### config.mk
export PLATFORM = sky130hd
export DESIGN_NAME = flash_timing_top
export DESIGN_NICKNAME = d
export VERILOG_FILES = /design/src/flash_timing_pkg.sv /design/src/tick_if.sv /design/src/flash_timing_top.sv /design/src/tick_gen.sv
export VERILOG_INCLUDE_DIRS = /design/src
export SDC_FILE = /design/constraint.sdc
export NUM_CORES = 1
export LEC_CHECK = 0
export BUFFER_PORTS_ARGS = -buffer_cell sky130_fd_sc_hd__buf_2
export CORE_ASPECT_RATIO = 0.6
export CORE_MARGIN = 5
export CORE_UTILIZATION = 25
export DETAILED_ROUTE_END_ITERATION = 12
export HOLD_SLACK_MARGIN = 0.02
export PLACE_DENSITY = 0.42
export SYNTH_ARGS = -nofsm -noshare
export SYNTH_HDL_FRONTEND = slang
export SYNTH_SLANG_ARGS = --single-unit
export TNS_END_PERCENT = 5
### constraint.sdc
create_clock -name SYS_CLK -period 3.8 [get_ports SYS_CLK]
set_clock_uncertainty 0.05 [all_clocks]
set_input_delay 0.38 -clock SYS_CLK [delete_from_list [all_inputs] [get_ports SYS_CLK]]
set_output_delay 0.38 -clock SYS_CLK [all_outputs]
set_load 0.005 [all_outputs]
### src/flash_timing_cfg.svh
// Constants for the flash program and erase timing sequencer
`ifndef FLASH_TIMING_CFG_SVH
`define FLASH_TIMING_CFG_SVH

// Bus clock and allowed timing clock band, in kHz
`define SYS_CLK_KHZ     100000
`define TIMING_CLK_MIN_KHZ 150
`define TIMING_CLK_MAX_KHZ 200
// Divider ratio bounds in bus cycles per timing period
`define DIV_RATIO_MIN   ((`SYS_CLK_KHZ + `TIMING_CLK_MAX_KHZ - 1) / `TIMING_CLK_MAX_KHZ)
`define DIV_RATIO_MAX   (`SYS_CLK_KHZ / `TIMING_CLK_MIN_KHZ)

// Widths
`define DIV_W           10
`define ADDR_W          15
`define CNT_W           15
`define ROW_BITS        6
`define PAGE_BITS       9

// Divider reset value (period minus one)
`define DIV_RST         10'h000

// Command codes
`define OP_PROG         2'h0
`define OP_BURST        2'h1
`define OP_PAGE         2'h2
`define OP_MASS         2'h3

// Whole command lengths in timing periods; burst is the pulse of a continued byte only
`define TICKS_BYTE      15'd9
`define TICKS_BURST     15'd4
`define TICKS_PAGE      15'd4000
`define TICKS_MASS      15'd20000
// Pump switch-on and switch-off overhead in timing periods
`define TICKS_START     15'd3
`define TICKS_END       15'd2

`endif

### src/flash_timing_pkg.sv
// Types shared by the flash timing sequencer
package flash_timing_pkg;
  typedef enum logic [1:0] {
    ST_IDLE,
    ST_START,
    ST_PULSE,
    ST_END
  } seq_e;
  typedef logic [1:0]  op_t;
  typedef logic [9:0]  div_t;
  typedef logic [14:0] addr_t;
  typedef logic [14:0] cnt_t;
endpackage

### src/tick_if.sv
// Carrier between the sequencer and its timing period generator
interface tick_if;
  import flash_timing_pkg::*;
  logic enable;   // Divider has been set
  logic restart;  // Realign period to a command start
  div_t ratio;    // Period length minus one
  logic tick;     // One bus cycle per timing period

  modport gen (input enable, input restart, input ratio, output tick);
  modport use_tick (output enable, output restart, output ratio, input tick);
endinterface
### src/flash_timing_top.sv
// Flash program and erase timing sequencer with burst pump hold
// Functional notes
// - No command accepted before divider written
// - Only first unblocked divider write takes effect
// - Divider write blocked while access error set
// - Pulses timed in whole timing-clock periods
// - Byte 9, page 4000, mass 20000 periods
// - Counts include start and end overhead
// - Pump on per command, off when done
// - Burst keeps pump if next byte queued, sequential, same row
// - Continued burst byte takes 4 periods
// - Rows are 64 bytes, A5..A0 select
// - Page erase acts on 512-byte page
module flash_timing_top
  import flash_timing_pkg::*;
(
  // Clock and reset
  input  wire logic SYS_CLK,
  input  wire logic RST,
  // Divider setup
  input  wire logic DIV_WR,
  input  wire div_t DIV_VAL,
  input  wire logic ACC_ERR,
  output logic      DIV_SET,
  output div_t      DIV_RATIO,
  // Command port
  input  wire logic CMD_VALID,
  input  wire op_t  CMD_OP,
  input  wire addr_t CMD_ADDR,
  output logic      CMD_READY,
  output logic      CMD_REJECT,
  // Array control and status
  output logic      PUMP_EN,
  output logic      BUSY,
  output addr_t     CUR_ADDR,
  output logic [5:0] ERASE_PAGE,
  output logic      OP_DONE,
  output logic      TIMING_TICK
);
  `include "flash_timing_cfg.svh"

  tick_if tif ();

  logic  div_set_q;   // Divider written once
  div_t  div_q;       // Period length minus one
  seq_e  state_q;     // Sequencer state
  seq_e  state_d;
  op_t   op_q;        // Command in progress
  addr_t addr_q;      // Address in progress
  cnt_t  cnt_q;       // Periods left in state, minus one
  cnt_t  cnt_d;
  logic  pend_v_q;    // Queued command present
  op_t   pend_op_q;
  addr_t pend_addr_q;
  logic  pump_q;
  logic  done_q;
  logic  reject_q;
  logic  tick;
  logic  last;        // Final period of current state
  logic  cont_ok;     // Burst may go on without pump off
  logic  take_idle;   // New command enters from idle
  logic  take_pend;   // Command queued behind a running one
  logic  launch;      // Leave idle this cycle

  // Length of the pulse portion for a fresh command
  function automatic cnt_t pulse_len(input op_t op);
    unique case (op)
      `OP_PROG, `OP_BURST: pulse_len = `TICKS_BYTE - `TICKS_START - `TICKS_END;
      `OP_PAGE:            pulse_len = `TICKS_PAGE - `TICKS_START - `TICKS_END;
      `OP_MASS:            pulse_len = `TICKS_MASS - `TICKS_START - `TICKS_END;
    endcase
  endfunction

  // Divider: first unblocked write wins, later ones are dropped
  always_ff @(posedge SYS_CLK or posedge RST) begin
    if (RST) begin
      div_set_q <= 1'b0;
      div_q     <= `DIV_RST;
    end else if (DIV_WR && !div_set_q && !ACC_ERR) begin
      div_set_q <= 1'b1;
      div_q     <= DIV_VAL;
    end
  end

  assign tif.enable  = div_set_q;
  assign tif.ratio   = div_q;
  assign tif.restart = launch;
  assign tick        = tif.tick;

  tick_gen u_tick (
    .clk (SYS_CLK),
    .rst (RST),
    .tif (tif)
  );

  // Handshake terms; nothing is taken before the divider is set
  assign take_idle = (state_q == ST_IDLE) && !pend_v_q && CMD_VALID && div_set_q;
  assign take_pend = (state_q != ST_IDLE) && (op_q == `OP_BURST) && !pend_v_q
                     && CMD_VALID && div_set_q;
  assign launch    = (state_q == ST_IDLE) && (take_idle || pend_v_q);
  assign CMD_READY = take_idle || take_pend;
  assign last      = tick && (cnt_q == 15'h0000);
  // Next byte must be sequential and not open a new row
  assign cont_ok   = pend_v_q && (pend_op_q == `OP_BURST)
                     && (pend_addr_q == addr_q + 15'h0001)
                     && (addr_q[`ROW_BITS-1:0] != 6'h3F);

  // Next state and period count
  always_comb begin
    state_d = state_q;
    cnt_d   = cnt_q;
    if (tick && cnt_q != 15'h0000) begin
      cnt_d = cnt_q - 15'h0001;
    end
    unique case (state_q)
      ST_IDLE: begin
        if (launch) begin
          state_d = ST_START;
          cnt_d   = `TICKS_START - 15'h0001;
        end
      end
      ST_START: begin
        if (last) begin
          state_d = ST_PULSE;
          cnt_d   = pulse_len(op_q) - 15'h0001;
        end
      end
      ST_PULSE: begin
        if (last && op_q == `OP_BURST && cont_ok) begin
          cnt_d = `TICKS_BURST - 15'h0001;
        end else if (last) begin
          state_d = ST_END;
          cnt_d   = `TICKS_END - 15'h0001;
        end
      end
      ST_END: begin
        if (last) begin
          state_d = ST_IDLE;
        end
      end
    endcase
  end

  // Sequencer registers
  always_ff @(posedge SYS_CLK or posedge RST) begin
    if (RST) begin
      state_q <= ST_IDLE;
      cnt_q   <= 15'h0000;
    end else begin
      state_q <= state_d;
      cnt_q   <= cnt_d;
    end
  end

  // Current command: from port, from queue, or burst continuation
  always_ff @(posedge SYS_CLK or posedge RST) begin
    if (RST) begin
      op_q   <= `OP_PROG;
      addr_q <= 15'h0000;
    end else if (take_idle) begin
      op_q   <= CMD_OP;
      addr_q <= CMD_ADDR;
    end else if (launch || (state_q == ST_PULSE && last && op_q == `OP_BURST && cont_ok)) begin
      op_q   <= pend_op_q;
      addr_q <= pend_addr_q;
    end
  end

  // One-deep queue behind a running burst; its hand-off clears it
  always_ff @(posedge SYS_CLK or posedge RST) begin
    if (RST) begin
      pend_v_q    <= 1'b0;
      pend_op_q   <= `OP_PROG;
      pend_addr_q <= 15'h0000;
    end else if (take_pend) begin
      pend_v_q    <= 1'b1;
      pend_op_q   <= CMD_OP;
      pend_addr_q <= CMD_ADDR;
    end else if (launch || (state_q == ST_PULSE && last && op_q == `OP_BURST && cont_ok)) begin
      pend_v_q    <= 1'b0;
    end
  end

  // Pump follows the sequencer, so it drops in the idle gap
  always_ff @(posedge SYS_CLK or posedge RST) begin
    if (RST) begin
      pump_q <= 1'b0;
    end else begin
      pump_q <= (state_d != ST_IDLE);
    end
  end

  // Status pulses
  always_ff @(posedge SYS_CLK or posedge RST) begin
    if (RST) begin
      done_q   <= 1'b0;
      reject_q <= 1'b0;
    end else begin
      done_q   <= (state_q == ST_PULSE) && last;
      reject_q <= CMD_VALID && !div_set_q;
    end
  end

  assign DIV_SET     = div_set_q;
  assign DIV_RATIO   = div_q;
  assign CMD_REJECT  = reject_q;
  assign PUMP_EN     = pump_q;
  assign BUSY        = (state_q != ST_IDLE);
  assign CUR_ADDR    = addr_q;
  assign ERASE_PAGE  = addr_q[`ADDR_W-1:`PAGE_BITS];
  assign OP_DONE     = done_q;
  assign TIMING_TICK = tick;

  // Helper: periods spent since leaving idle, and bursts chained
  cnt_t hlp_ticks_q;
  logic hlp_chain_q;
  always_ff @(posedge SYS_CLK or posedge RST) begin
    if (RST) begin
      hlp_ticks_q <= 15'h0000;
      hlp_chain_q <= 1'b0;
    end else if (launch) begin
      hlp_ticks_q <= 15'h0000;
      hlp_chain_q <= 1'b0;
    end else if (state_q != ST_IDLE) begin
      if (tick) begin
        hlp_ticks_q <= hlp_ticks_q + 15'h0001;
      end
      if (state_q == ST_PULSE && last && cont_ok && op_q == `OP_BURST) begin
        hlp_chain_q <= 1'b1;
      end
    end
  end
endmodule

### src/tick_gen.sv
// Timing period generator derived from the bus clock
module tick_gen
  import flash_timing_pkg::*;
(
  // Clock and reset
  input wire logic clk,
  input wire logic rst,
  // Sequencer side
  tick_if.gen      tif
);
  `include "flash_timing_cfg.svh"

  div_t cnt_q;  // Bus cycles into current period

  // Period counter, restarted so every command sees whole periods
  always_ff @(posedge clk or posedge rst) begin
    if (rst) begin
      cnt_q <= `DIV_RST;
    end else if (!tif.enable || tif.restart) begin
      cnt_q <= `DIV_RST;
    end else if (cnt_q == tif.ratio) begin
      cnt_q <= `DIV_RST;
    end else begin
      cnt_q <= cnt_q + 10'h001;
    end
  end

  // Pulse at end of each full period
  assign tif.tick = tif.enable && !tif.restart && (cnt_q == tif.ratio);
endmodule

==> Word-level counts from Yosys, hierarchy flattened <==
Index checks and enable logic that the tools add are counted.
{ "op_classes": {"muxes": 23, "eq_ne": 10, "add_sub_neg": 4, "reduce_logical": 40} }
{ "ops": {"columns": ["operator", "n"], "rows": [
  ["2-to-1 mux 15 bit", 9],
  ["one-hot mux 15 bit (3 select lines)", 2],
  ["subtractor 15 x 1 -> 15 bit, second input constant", 2],
  ["logical AND 1 bit", 23],
  ["2-to-1 mux 10 bit", 2],
  ["adder 15 x 1 -> 15 bit, second input constant", 1],
  ["equality test 15 bit", 1],
  ["zero test 15 bit", 1],
  ["nonzero test 15 bit", 1],
  ["2-to-1 mux 2 bit", 7],
  ["adder 10 x 1 -> 10 bit, second input constant", 1],
  ["equality test 10 bit", 1],
  ["equality test 2 bit, second input constant", 4],
  ["one-hot mux 2 bit (4 select lines)", 1],
  ["nonzero test 2 bit", 4],
  ["equality test 2 x 1 -> 1 bit, second input constant", 3],
  ["!= test 6 bit, second input constant", 1],
  ["zero test 1 bit", 4],
  ["zero test 2 bit", 2],
  ["logical OR 1 bit", 4],
  ["2-to-1 mux 1 bit", 2],
  ["OR reduction 2 bit", 1]
]} }
{ "word_totals": {"ff_bits": 76, "inputBits": 32, "elab_cells": 90, "output_inout_bits": 38} }

==> Depth between registers and ports, before layout <==
{ "depth": {"word_depth": 16, "depth_mapped": 10, "depth_no_buf": 8} }

==> Hierarchy <==
A second synthesis with hierarchy kept.
{ "unflattened": {"cells_unflattened": 373, "area_unflattened_um2": 4210.3} }
{ "by_module_without_submodules": {"columns": ["module", "area_per_inst_um2", "instances", "seq_area_each_um2", "cells_per_inst"], "rows": [
  ["flash_timing_top", 3623.5, 1, 1651.6, 311],
  ["tick_gen", 586.8, 1, 250.2, 62]
]} }

==> Least setup slack after synthesis <==
No wires, ideal clock.
{ "synth_timing": {"path_type": "flip-flop to flip-flop", "start": "register addr_q[0] (netlist: CUR_ADDR[0])", "end": "register addr_q[0] (netlist: CUR_ADDR[0])", "required_ns": 3.625, "arrival_time_ns": 2.563, "setup_ns": 0.125, "slack_ns": 1.061, "stages_incl_launch_ff": 11, "path_buffers": 2, "synth_period_minus_slack_ns": 2.739, "cell_sequence": "dfrtp_1 -> ha_1 -> clkbuf_2 -> and4_1 -> and4_1 -> o211a_1 -> a311oi_1 -> nor4_4 -> a31oi_4 -> buf_6 -> mux2_4"} }
{ "synth_via": {"elab_chain_len": 7, "word_cells_on_any_way": 8, "cone_classes": "add/sub (1); eq/ne (2); reduce/logical (5)"} }
{ "synth_lines": {"columns": ["element", "line_no", "text"], "rows": [
  ["from (decl)", "flash_timing_top.sv:49", "addr_t addr_q;"],
  ["from (signal assigned)", "flash_timing_top.sv:165", "addr_q <= pend_addr_q;"],
  ["adder 15 x 1 -> 15 bit", "flash_timing_top.sv:105", "&& (pend_addr_q == addr_q + 15'h0001)"],
  ["equality test 15 bit", "flash_timing_top.sv:105", null],
  ["logical AND 1 bit", "flash_timing_top.sv:104", "assign cont_ok = pend_v_q && (pend_op_q == `OP_BURST)"],
  ["logical AND 1 bit *", "flash_timing_top.sv:104", null],
  ["logical AND 1 bit *", "flash_timing_top.sv:163", "end else if (launch || (state_q == ST_PULSE && last && op_q == `OP_BURST && cont_ok)) begin"],
  ["logical OR 1 bit *", "flash_timing_top.sv:163", null],
  ["nonzero test 2 bit (no source line) *", null, null]
]} }
Mark *: on every way between the ends. The rest lies on a longest branch, timed or not.
A chain may end at the register's enable or synchronous reset.

==> Worst setup path after layout <==
{ "layout_timing": {"start": "register addr_q[0] (netlist: CUR_ADDR[0])", "end": "register addr_q[8] (netlist: CUR_ADDR[8])"} }
Same word-level chain as after synthesis.

==> run metrics <==
Worst IR Drop VDD=roughly 0.18 mV; Mapped Cells=401; Final Non-Filler Cells=slightly above 700; IO buf count=between 60 and 70; worst endpoint data arrival time=between 3 and 4 ns; Die Y=111.5 µm; Yosys Warn Count=0; num ports=70; synth top area cells=dfrtp_1, mux2_2, xnor2_1; Row Count=37; Post-synth top cells=dfrtp_1, mux2_2, nor2_1; antenna violations before repair=0; Residual DRC=0; worst-path maximum fanout=17; Power Density=705.6 nW/µm²; Max-slew headroom=0.3182; CTS Buf Count=9; Root Driver=clkbuf_16; Slew Limit Fails=0; Die X=~180 µm; worst skew pair latency=0.33 ns; Slew @ Worst Pin=between 1 and 1.5 ns; Synth top area share=0.4430; run status=finished clean; MaxCap Viol Count=0; RSZ-0062 raised after global routing=false; largest net degree at the start of global routing=56; FMAX=340.4 MHz; DRT Pass-1 Iters=4; setup violators final=0; hold bufs inserted after CTS=0; nature of the critical path startpoint=flip-flop; CTS Buffer Depth=2; Starting Density=0.2527; crit path kind=reg -> reg; number of flops mapped to enable cells by yosys=0; Core Footprint=around 17000 µm²; Vias per Instance=around 4.4; cells resized by post-CTS repair=0; vias in the first global route=roughly 3100; Synth cell types=55; asr flop ratio synth=1.000; fillers=approximately 1800; ratio of final minimum period to clock period=0.7732; routed vias=about 3100; setup TNS=0 ns; placed insts=around 690; share of cells above drive strength 1=0.3418; post-DR wirelength/cell=15.81 µm; CP required=between 3 and 4 ns; leak pwr=0.002291 µW; post-DP HPWL=between 8000 and 9000 µm; remaining global-route overflow=0; CTS tree=built; Hold Path Class=in -> async; sequential fraction of the synthesis area=0.4430; final period demand of the worst path=~2.9 ns; Tot Pwr=approximately 3600 µW; drt initial violations=226; buffer count from post-CTS setup fixing=0; syn_nets=437; largest area contributor in the netlist=dfrtp_1; full die area=roughly 20000 µm²; Num Clock Sinks=76; Layout Nets=505; Placer Congestion=a little over 0.8; Synth Register Bits=between 70 and 80; first-pass GRT wire length=between 15000 and 20000 µm; DRT antenna net count=0; Total Routing Usage GR=0.1150; critical path endpoint category=flip-flop; H-tree levels=3; mean post-synth cell area=between 10 and 15 µm²; Routed WL=11190 µm; Syn Std Cell Area=4293 µm²; most common cell in the synthesized netlist=dfrtp_1; Syn-to-layout area delta=19.88%; ys flop type=dfrtp_1; Reg clk slew, reported paths=0.07 ns; Fin. Hold Viols=0; # diodes=0
[final cells by class]
type | count | area, µm² | share of cell area
multi-input cells | 297 | 2252 | 0.4376
flip-flops and latches | 76 | 1902 | 0.3696
repair buffers | 74 | 382.9 | 0.07440
well taps | 234 | 292.8 | 0.05689
clock buffers | 9 | 225.2 | 0.04376
clock inverters | 7 | 48.80 | 0.009482
inverters | 11 | 42.54 | 0.008266
[sequential cells by signal (all words and copies together), names as in the netlist]
register / count
CUR_ADDR: 15
cnt_q: 15
pend_addr_q: 15
DIV_RATIO: 10
u_tick.cnt_q: 10
op_q: 2
pend_op_q: 2
state_q: 2
CMD_REJECT: 1
DIV_SET: 1
OP_DONE: 1
PUMP_EN: 1
pend_v_q: 1
[power by group]
part / switching [µW] / internal [µW] / total, µW
combinational: 674 / 708 / 1380
clock: 358 / 445 / 803
sequential: 369 / 1080 / 1450
[placed cells by master (no fill, tap or decap), types with 3 or more instances in the layout]
cell	synthesis	layout
ha_1	4	4
clkinv_2	0	4
inv_1	10	9
nor4_1	7	7
clkbuf_16	0	9
buf_2	2	69
and4_1	4	4
and3_1	7	7
nor2_1	37	36
mux2i_1	5	5
mux2_2	50	50
nor3_1	12	11
and2_1	3	3
xor2_1	18	18
dfrtp_1	76	76
xnor2_1	29	29
nand4_1	8	8
buf_4	8	5
a21oi_1	10	10
mux2_4	8	8
a31oi_1	4	4
nand2_1	29	29
or3_1	4	4
nand3_1	14	14
o21ai_0	8	8
nand2b_1	4	4
[logic make-up after synthesis]
| family | count (synthesis) | synth area share |
|---|---|---|
| mux | 63 | 0.1708 |
| simple gates | 143 | 0.1790 |
| xor+xnor | 47 | 0.09589 |
| fa+ha+maj | 4 | 0.01166 |
| flops | 76 | 0.4430 |
| buf+inv | 28 | 0.03410 |
| compound gates | 40 | 0.06558 |
[stage by stage]
step	util	setup WS (ns)	area [µm²]	hold slack, ns
3_5_place_dp	0.2868	0.8596	4872	0.4784
4_1_cts	0.3029	0.8526	5146	0.2117
5_1_grt	0.3029	0.7282	5146	0.2136
3_3_place_gp	0.2868	0.9385	4872	0.4789
6_report	0.3029	0.8620	5146	0.2028
2_1_floorplan	-	1.062	4293	0.4344
[worst paths after layout]
check                       startpoint               to  slack, ns  cells past startpoint
max                        CUR_ADDR[0]      CUR_ADDR[8]       0.86                      9
min                                RST     DIV_RATIO[6]       0.20                      2
min reg2reg                  cnt_q[13]        cnt_q[13]       0.50                      2
max reg2reg                CUR_ADDR[0]      CUR_ADDR[8]       0.86                      9
max in group asynchronous          RST  pend_addr_q[11]       2.62                      3
min in group SYS_CLK        DIV_VAL[4]     DIV_RATIO[4]       0.23                      2
[metal layers]
| metal | global-route usage | share of wire | up-vias |
|---|---|---|---|
| met3 | 0.02545 | 0.036 | 2 |
| li1 | - | - | 1561 |
| met2 | 0.1439 | 0.39 | 68 |
| met5 | 0 | 0 | - |
| met1 | 0.1951 | 0.57 | 1499 |
| met4 | 0.02130 | 0.0031 | 0 |
[worst max-delay path, stage by stage, from the launching register on]
cell      delay (ns)
dfrtp_1         0.45
ha_1            0.33
and4_1          0.23
and4_1          0.18
o211a_1         0.20
a311oi_1        0.40
nor4_4          0.09
a31oi_4         0.18
buf_4           0.33
mux2_2          0.38
(Power assumes the default switching activity.)
